===== config.mk =====
export PLATFORM = sky130hd
export DESIGN_NAME = pnp_isolation_host
export DESIGN_NICKNAME = d
export VERILOG_FILES = /design/src/hw/pnp_host_pkg.sv /design/src/hw/pnp_bus_if.sv /design/src/hw/pnp_lfsr.sv /design/src/hw/isa_io_cycle.sv /design/src/hw/pnp_isolation_host.sv
export SDC_FILE = /design/constraint.sdc
export NUM_CORES = 1
export LEC_CHECK = 0
export ABC_AREA = 1
export BUFFER_PORTS_ARGS = -buffer_cell sky130_fd_sc_hd__buf_2
export CORE_ASPECT_RATIO = 0.7
export CORE_MARGIN = 2
export CORE_UTILIZATION = 65
export CTS_CLUSTER_DIAMETER = 200
export DETAILED_ROUTE_END_ITERATION = 6
export PLACE_DENSITY = 0.95
export SYNTH_ARGS = -nofsm -noshare
export SYNTH_HDL_FRONTEND = slang
export SYNTH_HIERARCHICAL = 1
export SYNTH_SLANG_ARGS = --single-unit

===== constraint.sdc =====
create_clock -name i_core_clk -period 7.1 [get_ports i_core_clk]
set_input_delay 1.42 -clock i_core_clk [delete_from_list [all_inputs] [get_ports i_core_clk]]
set_output_delay 1.42 -clock i_core_clk [all_outputs]
set_load 0.005 [all_outputs]

===== src/hw/pnp_host_pkg.sv =====
// Constants for the plug and play isolation host
// How it works
// RQ1: Three shared byte ports: address 0x0279, write data 0x0a79, read data.
// RQ2: Configuration ports are decoded from twelve address bits only.
// RQ3: Read data port sits anywhere in 0x0203..0x03ff and is read only.
// RQ4: Host writes the fixed 32 byte key, 6a first, 39 last.
// RQ5: Device looks for the key only while waiting for key.
// RQ6: A complete key enables configuration and puts the card into isolation.
// RQ7: Isolation is 72 read pairs of the serial isolation register.
// RQ8: A bit is one only when the pair reads 0x55 then 0xaa.
// RQ9: Host checksums the decided bits and compares with the last eight.
// RQ10: Checksum bits are only meaningful during serial isolation.
// RQ11: Wake zero sends unnumbered cards to isolation and restarts their identifier.
// RQ12: Bad checksum or no pattern: issue wake zero, relocate read port, wait.
// RQ13: Losing cards sleep, the winner stays in isolation.
// RQ14: Writing a card number to the isolated card moves it to configuration.
// RQ15: Ready is never driven in isolation, elsewhere only if enabled.
// RQ16: Wait 1 ms before first pair, 250 us between later pairs.
// RQ17: Wait 2 ms after bus reset or reset command before any port access.
// RQ18: Bus reset or wait for key command returns cards to wait for key.
// RQ19: Reset command restores device registers, keeps number, port and state.
// RQ20: Avoid run time register writes; deactivate the device before changing any.
// RQ21: Resource data goes through the serial port and blocks it while busy.
// RQ22: Key detector restarts from the first byte on any mismatch.
package pnp_host_pkg;
  localparam logic [15:0] PNP_ADDR_PORT = 16'h0279;
  localparam logic [15:0] PNP_WDATA_PORT = 16'h0a79;
  localparam logic [7:0] RDP_MIN_IDX = 8'h80;
  localparam logic [1:0] RDP_LOW_BITS = 2'h3;
  localparam logic [3:0] ADDR_UNUSED_HI = 4'h0;
  localparam logic [7:0] KEY_SEED = 8'h6a;
  localparam logic [7:0] KEY_LAST = 8'h39;
  localparam logic [5:0] KEY_LEN = 6'h20;
  localparam logic [6:0] ISO_PAIRS = 7'h48;
  localparam logic [6:0] ID_BITS = 7'h40;
  localparam logic [7:0] PAT_ONE_A = 8'h55;
  localparam logic [7:0] PAT_ONE_B = 8'haa;
  localparam logic [7:0] REG_SET_RDP = 8'h00;
  localparam logic [7:0] REG_SERIAL_ISO = 8'h01;
  localparam logic [7:0] REG_CFG_CTRL = 8'h02;
  localparam logic [7:0] REG_WAKE = 8'h03;
  localparam logic [7:0] REG_CSN = 8'h06;
  localparam logic [7:0] CFG_WAIT_KEY = 8'h02;
  localparam logic [7:0] CSN_FIRST = 8'h01;
  localparam int unsigned CLK_MHZ = 125;
  localparam int unsigned RST_WAIT_US = 2000;
  localparam int unsigned ISO_FIRST_US = 1000;
  localparam int unsigned ISO_PAIR_US = 250;
  localparam int unsigned RST_WAIT_CYC = RST_WAIT_US * CLK_MHZ;
  localparam int unsigned ISO_FIRST_CYC = ISO_FIRST_US * CLK_MHZ;
  localparam int unsigned ISO_PAIR_CYC = ISO_PAIR_US * CLK_MHZ;
  localparam int unsigned RSTDRV_NS = 1000;
  localparam int unsigned IO_SETUP_NS = 100;
  localparam int unsigned IO_STROBE_NS = 500;
  localparam int unsigned IO_RECOV_NS = 200;
  localparam int unsigned RSTDRV_CYC = (RSTDRV_NS * CLK_MHZ + 999) / 1000;
  localparam int unsigned IO_SETUP_CYC = (IO_SETUP_NS * CLK_MHZ + 999) / 1000;
  localparam int unsigned IO_STROBE_CYC = (IO_STROBE_NS * CLK_MHZ + 999) / 1000;
  localparam int unsigned IO_RECOV_CYC = (IO_RECOV_NS * CLK_MHZ + 999) / 1000;
endpackage : pnp_host_pkg


===== src/hw/pnp_bus_if.sv =====
// Request channel from the sequencer to the bus cycle engine
`timescale 1ns/1ps
interface pnp_bus_if;
  logic req;
  logic wr;
  logic ignore_rdy;
  logic [15:0] addr;
  logic [7:0] wdata;
  logic ack;
  logic [7:0] rdata;
  modport master (output req, output wr, output ignore_rdy, output addr, output wdata,
                  input ack, input rdata);
  modport engine (input req, input wr, input ignore_rdy, input addr, input wdata,
                  output ack, output rdata);
endinterface : pnp_bus_if


===== src/hw/pnp_lfsr.sv =====
// Key generator and identifier checksum register
`timescale 1ns/1ps
module pnp_lfsr
  import pnp_host_pkg::*;
(
  input wire logic i_core_clk,
  input wire logic i_reset,
  input wire logic i_init,
  input wire logic i_step,
  input wire logic i_bit,
  output logic [7:0] o_value
);
  always_ff @(posedge i_core_clk) begin
    if (i_reset || i_init) begin
      o_value <= KEY_SEED;
    end else if (i_step) begin
      o_value <= {o_value[1] ^ o_value[0] ^ i_bit, o_value[7:1]};
    end
  end
endmodule : pnp_lfsr


===== src/hw/isa_io_cycle.sv =====
// Byte wide ISA I/O cycle engine
`timescale 1ns/1ps
module isa_io_cycle
  import pnp_host_pkg::*;
(
  input wire logic i_core_clk,
  input wire logic i_reset,
  pnp_bus_if.engine bus,
  input wire logic [7:0] i_data,
  input wire logic i_iochrdy,
  output logic [15:0] o_isa_addr,
  output logic o_ior_n,
  output logic o_iow_n,
  output logic [7:0] o_data,
  output logic o_data_oe
);
  typedef enum logic [3:0] {
    E_IDLE = 4'b0001, E_SETUP = 4'b0010, E_STB = 4'b0100, E_REC = 4'b1000
  } eng_t;
  localparam int STB = IO_STROBE_CYC;
  eng_t st;
  logic [7:0] cnt;
  logic wr;
  logic ign;

  if (IO_SETUP_CYC > 255 || IO_STROBE_CYC > 255 || IO_RECOV_CYC > 255 ||
      IO_SETUP_CYC < 1 || IO_RECOV_CYC < 1) begin : g_chk
    $error("isa_io_cycle: phase counts do not fit the counter");
  end

  always_ff @(posedge i_core_clk) begin
    if (i_reset) begin
      st <= E_IDLE;
      cnt <= 8'h00;
    end else begin
      case (st)
        E_IDLE: if (bus.req) begin
          st <= E_SETUP;
          cnt <= 8'(IO_SETUP_CYC - 1);
        end
        E_SETUP: if (cnt == 8'h00) begin
          st <= E_STB;
          cnt <= 8'(IO_STROBE_CYC - 1);
        end else cnt <= cnt - 8'h01;
        // RQ15 ready ignored on isolation reads
        E_STB: if (cnt != 8'h00) cnt <= cnt - 8'h01;
        else if (ign || i_iochrdy) begin
          st <= E_REC;
          cnt <= 8'(IO_RECOV_CYC - 1);
        end
        E_REC: if (cnt == 8'h00) st <= E_IDLE;
        else cnt <= cnt - 8'h01;
        default: st <= E_IDLE;
      endcase
    end
  end

  always_ff @(posedge i_core_clk) begin
    if (i_reset) begin
      o_isa_addr <= 16'h0000;
      o_data <= 8'h00;
      wr <= 1'b0;
      ign <= 1'b0;
      bus.rdata <= 8'h00;
    end else begin
      if (st == E_IDLE && bus.req) begin
        o_isa_addr <= bus.addr;
        o_data <= bus.wdata;
        wr <= bus.wr;
        ign <= bus.ignore_rdy;
      end
      if (st == E_STB && cnt == 8'h00 && !wr) bus.rdata <= i_data;
    end
  end

  assign bus.ack = (st == E_REC) && (cnt == 8'h00);
  assign o_ior_n = !(st == E_STB && !wr);
  assign o_iow_n = !(st == E_STB && wr);
  assign o_data_oe = wr && (st != E_IDLE);
endmodule : isa_io_cycle


===== src/hw/pnp_isolation_host.sv =====
// Plug and play enumeration host: key, wake, serial isolation, number assignment
`timescale 1ns/1ps
module pnp_isolation_host
  import pnp_host_pkg::*;
#(
  parameter int unsigned RST_WAIT_CYCLES = RST_WAIT_CYC,
  parameter int unsigned ISO_FIRST_CYCLES = ISO_FIRST_CYC,
  parameter int unsigned ISO_PAIR_CYCLES = ISO_PAIR_CYC,
  parameter logic [3:0] MAX_RETRY = 4'h4,
  parameter logic [7:0] RDP_START_IDX = 8'h80,
  parameter logic [7:0] RELOC_STEP = 8'h04
) (
  input wire logic i_core_clk,
  input wire logic i_reset,
  input wire logic i_start,
  input wire logic [7:0] i_data,
  input wire logic i_iochrdy,
  output logic [15:0] o_isa_addr,
  output logic o_ior_n,
  output logic o_iow_n,
  output logic [7:0] o_data,
  output logic o_data_oe,
  output logic o_reset_drv,
  output logic o_busy,
  output logic o_done,
  output logic o_card_valid,
  output logic [63:0] o_card_id,
  output logic [7:0] o_card_csn,
  output logic [9:0] o_rd_port
);
  typedef enum logic [13:0] {
    S_RSTDRV  = 14'b00000000000001,
    S_RSTWAIT = 14'b00000000000010,
    S_IDLE    = 14'b00000000000100,
    S_KEY     = 14'b00000000001000,
    S_CMD_A   = 14'b00000000010000,
    S_CMD_D   = 14'b00000000100000,
    S_ISOWAIT = 14'b00000001000000,
    S_ISOSEL  = 14'b00000010000000,
    S_RD1     = 14'b00000100000000,
    S_RD2     = 14'b00001000000000,
    S_DECIDE  = 14'b00010000000000,
    S_GAP     = 14'b00100000000000,
    S_CHECK   = 14'b01000000000000,
    S_DONE    = 14'b10000000000000
  } state_t;

  function automatic logic on_bus(input state_t s);
    return s inside {S_KEY, S_CMD_A, S_CMD_D, S_ISOSEL, S_RD1, S_RD2};
  endfunction : on_bus

  if (RST_WAIT_CYCLES < 1 || ISO_FIRST_CYCLES < 1 || ISO_PAIR_CYCLES < 1 ||
      MAX_RETRY == 4'h0 || RDP_START_IDX < RDP_MIN_IDX || RELOC_STEP == 8'h00) begin : g_chk
    $error("pnp_isolation_host: parameter out of range");
  end

  pnp_bus_if bus ();

  state_t state;
  state_t cmd_ret;
  logic [31:0] wait_cnt;
  logic [7:0] cmd_reg;
  logic [7:0] cmd_val;
  logic cmd2_valid;
  logic [7:0] cmd2_reg;
  logic [7:0] cmd2_val;
  logic [3:0] retry;
  logic [7:0] rdp_idx;
  logic [7:0] csn;
  logic [5:0] key_cnt;
  logic [6:0] bit_idx;
  logic [7:0] rd1;
  logic [7:0] rd2;
  logic [63:0] id;
  logic [7:0] chk;
  logic any_one;
  logic [7:0] lfsr;
  logic pair_one;
  logic success;
  logic [8:0] next_rdp;

  assign pair_one = (rd1 == PAT_ONE_A) && (rd2 == PAT_ONE_B);
  assign success = any_one && (chk == lfsr);
  assign next_rdp = {1'b0, rdp_idx} + {1'b0, RELOC_STEP};

  pnp_lfsr u_lfsr (
    .i_core_clk(i_core_clk),
    .i_reset(i_reset),
    .i_init(state inside {S_IDLE, S_DONE, S_ISOWAIT}),
    .i_step((state == S_KEY && bus.ack) || (state == S_DECIDE && bit_idx < ID_BITS)),
    .i_bit(state == S_DECIDE && pair_one),
    .o_value(lfsr)
  );

  isa_io_cycle u_cycle (
    .i_core_clk(i_core_clk),
    .i_reset(i_reset),
    .bus(bus.engine),
    .i_data(i_data),
    .i_iochrdy(i_iochrdy),
    .o_isa_addr(o_isa_addr),
    .o_ior_n(o_ior_n),
    .o_iow_n(o_iow_n),
    .o_data(o_data),
    .o_data_oe(o_data_oe)
  );

  ////////////////////////////////////////////////////////////////////////////////
  // Bus request decode
  always_comb begin
    bus.req = on_bus(state);
    bus.wr = !(state inside {S_RD1, S_RD2});
    // RQ15 isolation reads ignore ready
    bus.ignore_rdy = state inside {S_RD1, S_RD2};
    bus.addr = PNP_ADDR_PORT;
    bus.wdata = cmd_reg;
    case (state)
      // RQ4 key bytes from generator
      S_KEY: bus.wdata = lfsr;
      S_CMD_D: begin
        bus.addr = PNP_WDATA_PORT;
        bus.wdata = cmd_val;
      end
      S_ISOSEL: bus.wdata = REG_SERIAL_ISO;
      // RQ3 relocatable read port
      S_RD1, S_RD2: bus.addr = {6'h00, rdp_idx, RDP_LOW_BITS};
      default: bus.wdata = cmd_reg;
    endcase
  end

  ////////////////////////////////////////////////////////////////////////////////
  // Sequencer and its timer
  always_ff @(posedge i_core_clk) begin
    if (i_reset) begin
      state <= S_RSTDRV;
      wait_cnt <= 32'(RSTDRV_CYC - 1);
      cmd_reg <= REG_WAKE;
      cmd_val <= 8'h00;
      cmd_ret <= S_DONE;
      cmd2_valid <= 1'b0;
      cmd2_reg <= REG_SET_RDP;
      cmd2_val <= 8'h00;
      retry <= 4'h0;
      rdp_idx <= RDP_START_IDX;
      csn <= CSN_FIRST;
    end else begin
      case (state)
        S_RSTDRV: if (wait_cnt == 32'd0) begin
          state <= S_RSTWAIT;
          wait_cnt <= 32'(RST_WAIT_CYCLES - 1);
        end else wait_cnt <= wait_cnt - 32'd1;
        // RQ17 quiet after bus reset
        S_RSTWAIT: if (wait_cnt == 32'd0) state <= S_IDLE;
        else wait_cnt <= wait_cnt - 32'd1;
        S_IDLE, S_DONE: if (i_start) state <= S_KEY;
        // RQ11 wake then place the read port
        S_KEY: if (bus.ack && key_cnt == KEY_LEN - 6'h01) begin
          state <= S_CMD_A;
          cmd_reg <= REG_WAKE;
          cmd_val <= 8'h00;
          cmd2_valid <= 1'b1;
          cmd2_reg <= REG_SET_RDP;
          cmd2_val <= rdp_idx;
          cmd_ret <= S_ISOWAIT;
        end
        S_CMD_A: if (bus.ack) state <= S_CMD_D;
        S_CMD_D: if (bus.ack) begin
          if (cmd2_valid) begin
            cmd2_valid <= 1'b0;
            cmd_reg <= cmd2_reg;
            cmd_val <= cmd2_val;
            state <= S_CMD_A;
          end else begin
            state <= cmd_ret;
            wait_cnt <= 32'(ISO_FIRST_CYCLES - 1);
          end
        end
        // RQ16 settle before first pair
        S_ISOWAIT: if (wait_cnt == 32'd0) state <= S_ISOSEL;
        else wait_cnt <= wait_cnt - 32'd1;
        S_ISOSEL: if (bus.ack) state <= S_RD1;
        S_RD1: if (bus.ack) state <= S_RD2;
        S_RD2: if (bus.ack) state <= S_DECIDE;
        // RQ7 count the pairs
        S_DECIDE: if (bit_idx == ISO_PAIRS - 7'h01) state <= S_CHECK;
        else begin
          state <= S_GAP;
          wait_cnt <= 32'(ISO_PAIR_CYCLES - 1);
        end
        // RQ16 spacing between pairs
        S_GAP: if (wait_cnt == 32'd0) state <= S_RD1;
        else wait_cnt <= wait_cnt - 32'd1;
        S_CHECK: begin
          state <= S_CMD_A;
          cmd_ret <= S_ISOWAIT;
          cmd2_valid <= 1'b1;
          if (success) begin
            // RQ14 number the isolated card, RQ13 losers already sleep
            cmd_reg <= REG_CSN;
            cmd_val <= csn;
            cmd2_reg <= REG_WAKE;
            cmd2_val <= 8'h00;
            csn <= csn + 8'h01;
            retry <= 4'h0;
          end else if (retry == MAX_RETRY - 4'h1) begin
            // RQ18 park all cards in wait for key
            cmd_reg <= REG_CFG_CTRL;
            cmd_val <= CFG_WAIT_KEY;
            cmd2_valid <= 1'b0;
            cmd_ret <= S_DONE;
          end else begin
            // RQ12 conflict: wake, relocate, wait again
            retry <= retry + 4'h1;
            cmd_reg <= REG_WAKE;
            cmd_val <= 8'h00;
            cmd2_reg <= REG_SET_RDP;
            cmd2_val <= next_rdp[8] ? RDP_MIN_IDX : next_rdp[7:0];
            rdp_idx <= next_rdp[8] ? RDP_MIN_IDX : next_rdp[7:0];
          end
        end
        default: state <= S_DONE;
      endcase
    end
  end

  ////////////////////////////////////////////////////////////////////////////////
  // Key and bit counters
  always_ff @(posedge i_core_clk) begin
    if (i_reset) begin
      key_cnt <= 6'h00;
      bit_idx <= 7'h00;
    end else begin
      if (state inside {S_IDLE, S_DONE}) key_cnt <= 6'h00;
      else if (state == S_KEY && bus.ack) key_cnt <= key_cnt + 6'h01;
      if (state == S_ISOWAIT) bit_idx <= 7'h00;
      else if (state == S_DECIDE) bit_idx <= bit_idx + 7'h01;
    end
  end

  ////////////////////////////////////////////////////////////////////////////////
  // Read data, identifier and results
  always_ff @(posedge i_core_clk) begin
    if (i_reset) begin
      rd1 <= 8'h00;
      rd2 <= 8'h00;
      id <= 64'h0;
      chk <= 8'h00;
      any_one <= 1'b0;
      o_card_valid <= 1'b0;
      o_card_id <= 64'h0;
      o_card_csn <= 8'h00;
    end else begin
      o_card_valid <= 1'b0;
      if (state == S_RD1 && bus.ack) rd1 <= bus.rdata;
      if (state == S_RD2 && bus.ack) rd2 <= bus.rdata;
      if (state == S_ISOWAIT) any_one <= 1'b0;
      // RQ8 one only for the full pattern
      if (state == S_DECIDE) begin
        if (pair_one) any_one <= 1'b1;
        if (bit_idx < ID_BITS) id[bit_idx[5:0]] <= pair_one;
        else chk[bit_idx[2:0]] <= pair_one;
      end
      // RQ9 checksum must match
      if (state == S_CHECK && success) begin
        o_card_valid <= 1'b1;
        o_card_id <= id;
        o_card_csn <= csn;
      end
    end
  end

  // RQ20 only card control registers are written, never device ones, RQ21 resource data is never read here
  assign o_reset_drv = (state == S_RSTDRV);
  assign o_busy = !(state inside {S_IDLE, S_DONE});
  assign o_done = (state == S_DONE);
  assign o_rd_port = {rdp_idx, RDP_LOW_BITS};

  ////////////////////////////////////////////////////////////////////////////////
  // Helper timers seen only by the checks
  logic [31:0] since_drv;
  logic [31:0] since_wake;
  logic [31:0] since_pair;
  always_ff @(posedge i_core_clk) begin
    if (i_reset || state == S_RSTDRV) since_drv <= 32'd0;
    else if (since_drv != 32'hffffffff) since_drv <= since_drv + 32'd1;
    if (i_reset || (state == S_CMD_D && bus.ack && cmd_reg == REG_WAKE)) since_wake <= 32'd0;
    else if (since_wake != 32'hffffffff) since_wake <= since_wake + 32'd1;
    if (i_reset || (state == S_RD2 && bus.ack)) since_pair <= 32'd0;
    else if (since_pair != 32'hffffffff) since_pair <= since_pair + 32'd1;
  end
endmodule : pnp_isolation_host


Word level (Yosys, flattened, before mapping)
Index checks and enable logic that the tools add are counted. W data, S select, Z words.

Register bits after elaboration: 342. Input port bits: 12. Output and inout port bits: 113. Word-level logic and storage cells: 225.

Add/subtract/negate cells: 7. Order comparisons: 5. Equal/unequal tests: 49. Multiplexer cells: 75. Bitwise gates (word level): 5. Reductions and logical operators: 55.

Operator list (number): $mux W14 (15); $pmux W14 S13 (1); $mux W32 (5); $mux W8 (18); $pmux W32 S4 (1); $pmux W8 S3 (3); $bwmux W64 (1); $logic_not A32 Y1 (1); $ne A2 B2 Y1 const B (16); $pmux W8 S2 (2); $pmux W8 S4 (1); $sub A32 B1 Y32 const B (1); $mux W4 (7); $pmux W14 S2 (1); $pmux W12 S2 (1); $logic_and A1 B1 Y1 (18); $pmux W4 S4 (1); $eq A14 B1 Y1 const B (1); $eq A14 B10 Y1 const B (1); $eq A14 B11 Y1 const B (1); $eq A14 B12 Y1 const B (1); $eq A14 B13 Y1 const B (1); $eq A14 B14 Y1 const B (1); $eq A14 B2 Y1 const B (1); other kinds (56) (96).

Depth between registers and ports, before layout
Gate-level depths: netlist of the first run.

Word-level depth: 5. Gate-level depth with buffers: 17. Depth with buffers taken out: 16.

Cells and area by module
Netlist of the first run, hierarchy kept.

By module, submodules not included: pnp_isolation_host (times used 1, cells an instance 1700, area each 12303.0 um^2, seq. area each 5285.1 um^2); isa_io_cycle (times used 1, cells an instance 292, area each 2132.0 um^2, seq. area each 920.9 um^2); pnp_lfsr (times used 1, cells an instance 43, area each 339.1 um^2, seq. area each 160.2 um^2).

Worst setup path after synthesis of the first run
Ideal clock, no wire load.

Path kind: input -> register. Start: in i_reset. End: reg cmd_ret[13]. Library setup time: 0.138 ns. Arrival: 2.397 ns. Data required time: 6.962 ns. Path slack: 4.565 ns. Stages: 5. Buffers on the path: 3. Cell sequence: clkbuf_1 > inv_1 > clkbuf_1 > clkbuf_1 > o211ai_1.

RTL lines: from (decl) (line pnp_isolation_host.sv:14) `input wire logic i_reset,`; to (signal assigned) (line pnp_isolation_host.sv:139) `cmd_ret <= S_DONE;`; to (signal assigned) (line pnp_isolation_host.sv:164) `cmd_ret <= S_ISOWAIT;`; to (signal assigned) (line pnp_isolation_host.sv:195) `cmd_ret <= S_ISOWAIT;`; to (decl) (line pnp_isolation_host.sv:60) `state_t cmd_ret;`.

No word-level cell between the ends.

Worst setup path after layout of the first run
Start: reg state[10]. End: out o_reset_drv.

Cells in the longest elaborated chain, start to end: 1.

RTL lines: from (decl) (line pnp_isolation_host.sv:59) `state_t state;`; from (signal assigned) (line pnp_isolation_host.sv:174) `state <= cmd_ret;`; $eq A14 B1 Y1 (line pnp_isolation_host.sv:273) `assign o_reset_drv = (state == S_RSTDRV);`; to (decl) (line pnp_isolation_host.sv:23) `output logic o_reset_drv,`.

No other way between the ends.

==> impl_metrics.ini, run 1 <==
[outcome]
status = finished clean

[clock_network]
clk_latency_ns = 0.55
cts_buffers = 29
cts_tree = built
ctsResizeCount = 0
root_buffer = clkbuf_16
numClockSinks = 318
cts_max_path_buffers = 3
cts_hold_buf = 0
postCtsSetupBuffers = 0
cts_max_level = 1
clk_transition_reported_paths_ns = 0.07

[worst_setup_path]
worstPathCellList = nor2_2 > nand2_2 > nor2_4 > nand3_1 > inv_1 > buf_2
cp_max_fo = 11
path_buf_inv = 2
crit_required_ns = 5.68
arrival_ns = 2.03
timing.critical_path.max_delay_family = simple AND/OR/NAND/NOR gates
cp_slowest_cell = dfxtp_1
crit_type = flop to output port
r2r_slack_ns = 3.93
critPathMaxStageDelay_ns = 0.33
start_kind = flop
crit_path_end_kind = output port

[global_routing]
grt_first_pass_wirelength_um = 63600
antenna_found_initial = 0
grtUsageTotal = 0.320
grt_max_degree = 101
grt_overflow = 0
grt_pass1_vias = 13200

[power_and_ir_drop]
total_power_w = 0.00479
p_per_area_mw_per_mm2 = 292
ir_drop_mv = 0.217
power_leakage_nw = 6.79

[drt]
drtIter0Drc = 1910
met2_length_um = 17300
drt_first_pass_iters = 6
ant_nets = 0
top_layer_used = met4
routed_wl_um = 39300
routedWlPerCell_um = 16.1
num_vias = 14500
avgViaCountPerCell = 5.93
routed-wl-met3_um = 4260
drc_errors = 0
routedLengthMet1_um = 16800

[timing]
maxSlewHeadroom = 0.218
hold_violations = 0
setup_tns_ns = 0
skew_ns = 0.0129
maxSlewViolCount = 0
fmax_mhz = 290
setup_viol = 0
period_needed_ns = 3.45
worst_pin_slew_ns = 1.17
rsz0062_at_grt = no
hold_slack_ns = 0.460
period_share = 0.486

[flow_run]
maxCapViolCount = 0

[floorplanning]
die_area_mm2 = 0.0240
die_width_um = 184
rows = 46
initial_core_util = 0.657
die_y_um = 130
core_mm2 = 0.0225
ios = 125

[logic_synthesis]
syn-mean-instance-area_um2 = 7.26
yosysSeqAreaShare = 0.431
yosys_warnings = 6
synth_flop_cell = dfxtp_1
synth_edf_count = 0
yosys.cell_types.count = 51
synth_cells = 2035
ys_ff_latch = 318
synthArstFlopShare = 0
netlist_area_mm2 = 0.0148

[worst_hold_path]
hp-class = flop to flop

[finish]
nNetsFinal = 2130
area_delta_synth_final_pct = 10.7
final_common_cell = nand2_1
diodes = 0
mostFrequentLayoutCells = nand2_1, dfxtp_1, nor2_1, a21oi_1, inv_1
largestRegisters = id x64, o_card_id x64, wait_cnt x32
drive_gt1_frac = 0.137
design_area_mm2 = 0.0164

[place]
place_hpwl_um = 26700
place_congestion = 0.923
io_buffers = 122
place_area_mm2 = 0.0154
## synthesized netlist by cell type (4+ instances only)
cell type	count	area, um^2
inv_1	165	619
buf_4	11	82.6
o21ai_0	61	305
nand2_4	6	67.6
nand2_1	469	1760
a311oi_1	49	429
nor2_2	20	125
nor3_4	4	65.1
buf_6	9	101
xnor2_1	8	70.1
nand2_2	16	100
nor4_1	5	31.3
nand3_4	4	70.1
nor2_4	14	158
nor2_1	249	935
ha_1	8	100
xor2_1	13	114
clkbuf_1	54	203
nand3_2	4	40.0
nand4_1	42	263
dfxtp_1	318	6370
a211oi_1	25	188
buf_2	18	90.1
nand3_1	109	546
a21oi_1	234	1170
o211ai_1	8	60.1
nor3_2	4	40.0
inv_2	23	86.3
o21ai_1	12	60.1
nor3_1	32	160
## per-stage QoR
step / instances / setup WS [ns] / utilization
3_3_place_gp: 2391 / 3.86 / 0.684
6_report: 2443 / 3.65 / 0.727
3_5_place_dp: 2391 / 3.81 / 0.684
5_1_grt: 2443 / 3.51 / 0.727
2_1_floorplan: 2041 / 4.56 / -
4_1_cts: 2443 / 3.65 / 0.727
## power breakdown
part | internal (W) | switching (W)
combinational | 0.000354 | 0.000886
sequential | 0.00188 | 0.0000929
clock | 0.000901 | 0.000675
## path summary, 6_finish.rpt
kind / startpoint / endpoint / cells after the start
hold / removal: o_card_csn[6] / o_card_csn[6] / 2
hold reg to reg: o_card_csn[6] / o_card_csn[6] / 2
setup reg to reg: u_cycle/cnt[0] / cmd_val[6] / 13
setup / recovery: state[10] / o_reset_drv / 6
## cell families after synthesis
| logic type | count (synthesis) | synth area share |
|---|---|---|
| adder cells (fa/ha/maj) | 8 | 0.00678 |
| other | 2 | 0.000508 |
| AO/OA/AOI/OAI | 405 | 0.159 |
| XOR/XNOR | 21 | 0.0124 |
| AND/OR/NAND/NOR | 996 | 0.308 |
| flip-flops | 318 | 0.431 |
| buffers and inverters | 285 | 0.0817 |
## metal layers
metal,track usage,vias to the layer above
met2,0.510,796
met3,0.0561,109
met1,0.446,6676
met4,0.102,0
li1,-,6901
met5,0,-
## layout make-up
cell class | instances | area, um^2
Multi-Input combinational cell | 1438 | 7220
Clock inverter | 6 | 63.8
Sequential cell | 318 | 6370
Fill cell | 1653 | 6140
Tap cell | 312 | 390
Timing Repair Buffer | 133 | 699
Clock buffer | 46 | 900
Inverter | 190 | 719
## tightest hold or removal path, stage by stage, from the launching register on
cell and delay, ns:
dfxtp_1 0.31, nand2_1 0.06, a21oi_1 0.05
(Power assumes the default switching activity.)
==> inputs of run 2 (changes only) <==
CORE_UTILIZATION = 54   (was 65)
PLACE_DENSITY = 0.86   (was 0.95)
clock period = 2.9 ns   (was 7.1 ns; I/O delays follow)
==> run 2 against run 1 <==
Compared with the run above:
- the flow now finishes with violations (DRC)
- sequential share of layout area down 0.61 points
- power up 150%
- final cell count rose by 2.9%
- global-route usage is 5.2 points lower
- die area is 20% higher
- clock power grew to 2.5 times the previous value
- critical endpoint unchanged
- largest cell class unchanged
- highest routed layer unchanged
==> impl_metrics.ini, run 2 (synthesized netlist as in run 1, its figures left out) <==
[timing]
rsz0062_at_grt = no
fmax_mhz = 370
maxSlewViolCount = 0
period_needed_ns = 2.70
skew_ns = 0.0267
period_share = 0.933
setup_viol = 0
maxSlewHeadroom = 0.513
hold_violations = 0
hold_slack_ns = 0.258
setup_tns_ns = 0
worst_pin_slew_ns = 0.730

[floorplanning]
initial_core_util = 0.550
rows = 50
ios = 125
die_y_um = 142
die_width_um = 202
core_mm2 = 0.0268
die_area_mm2 = 0.0287

[place]
io_buffers = 122
place_hpwl_um = 27600
place_congestion = 0.943
placed_cells_incl_taps = 2458

[worst_setup_path]
cp_max_fo = 11
start_kind = flop
arrival_ns = 2.12
crit_path_end_kind = output port
crit_type = flop to output port
crit_required_ns = 2.32

[clock_network]
cts_buffers = 30
clk_latency_ns = 0.58
root_buffer = clkbuf_16
cts_max_path_buffers = 3
clk_transition_reported_paths_ns = 0.07
cts_tree = built
cts_max_level = 1
numClockSinks = 318

[global_routing]
grtUsageTotal = 0.268
antenna_found_initial = 0
grt_pass1_vias = 13200
grt_first_pass_wirelength_um = 64500
grt_max_degree = 120
grt_overflow = 0

[finish]
drive_gt1_frac = 0.144
n_fill_cell = 2296
final_common_cell = nand2_1
fin_cells = 2513
fin_util = 0.619
nNetsFinal = 2146
diodes = 0
largestRegisters = id x64, o_card_id x64, wait_cnt x32
area_delta_synth_final_pct = 12.5
mostFrequentLayoutCells = nand2_1, dfxtp_1, nor2_1, a21oi_1, inv_1

[drt]
drt_first_pass_iters = 7
num_vias = 14200
drtIter0Drc = 1259
avgViaCountPerCell = 5.66
ant_nets = 0
routed_wl_um = 39500
routedWlPerCell_um = 15.7
drc_errors = 1

[power_and_ir_drop]
power_leakage_nw = 6.90
p_per_area_mw_per_mm2 = 716
ir_drop_mv = 0.514

[outcome]
violations = DRC
status = finished, violations left

[flow_run]
maxCapViolCount = 0

[worst_hold_path]
hp-class = input pin to flop
## run 2: cell types whose count changed in the layout (fill, tap and decap cells not counted), sizes merged
cell      delta
inv          +1
buf         +15
clkinvlp     -1
clkinv       +2
clkbuf       +1
## run 2: through the flow
stage | setup slack (ns) | area (um^2) | total power [W]
after floorplan | 0.520 | 14800 | 0.00729
after global placement | 0.399 | 15600 | 0.00780
after detailed placement | 0.253 | 15600 | 0.00792
after CTS | 0.220 | 16600 | 0.0119
after global routing | 0.00449 | 16600 | 0.0124
final | 0.195 | 16600 | 0.0119
## run 2: cell type report
cell class | count | area, um^2 | area share
Timing Repair Buffer | 148 | 862 | 0.0519
Sequential cell | 318 | 6370 | 0.383
Clock inverter | 8 | 75.1 | 0.00452
Tap cell | 364 | 455 | 0.0274
Inverter | 190 | 719 | 0.0433
Clock buffer | 47 | 916 | 0.0551
Multi-Input combinational cell | 1438 | 7230 | 0.435
## run 2: power by group
group	internal, W	total, W	switching (W)
registers	0.00460	0.00482	0.000229
logic	0.000940	0.00309	0.00215
clock network	0.00226	0.00398	0.00173
total	0.00779	0.0119	0.00411
## run 2: final timing paths
check                           cells after the start                      to                   start  slack [ns]
worst max-delay path                                6             o_reset_drv               state[13]        0.20
worst min-delay path                                3    u_cycle/bus.rdata[7]               i_data[7]        0.26
worst max register to register                     15                state[6]          u_cycle/cnt[0]        0.28
worst min register to register                      2  u_cycle/o_isa_addr[14]  u_cycle/o_isa_addr[14]        0.46
## run 2: what timing repair did
item | CTS | global route
endpoints found under the hold margin | 0 | 0
resized for setup | 0 | 4
setup endpoints to repair | 0 | 12
setup buffers | 0 | 0
hold buffers | 0 | 0
## run 2: routing by layer
layer | share of wire | vias to the layer above | track usage | wire [um]
li1 | - | 6925 | - | -
met1 | 0.45 | 6625 | 0.377 | 17800
met2 | 0.43 | 583 | 0.415 | 17100
met3 | 0.090 | 80 | 0.0584 | 3560
met4 | 0.024 | 0 | 0.0813 | 932
met5 | 0 | - | 0 | 0
## run 2: worst max-delay path: stages (launching register included)
cell     delay [ns]
dfxtp_1        0.32
nor2_1         0.21
inv_2          0.10
nor2_4         0.33
nand3_1        0.22
inv_1          0.21
buf_2          0.17
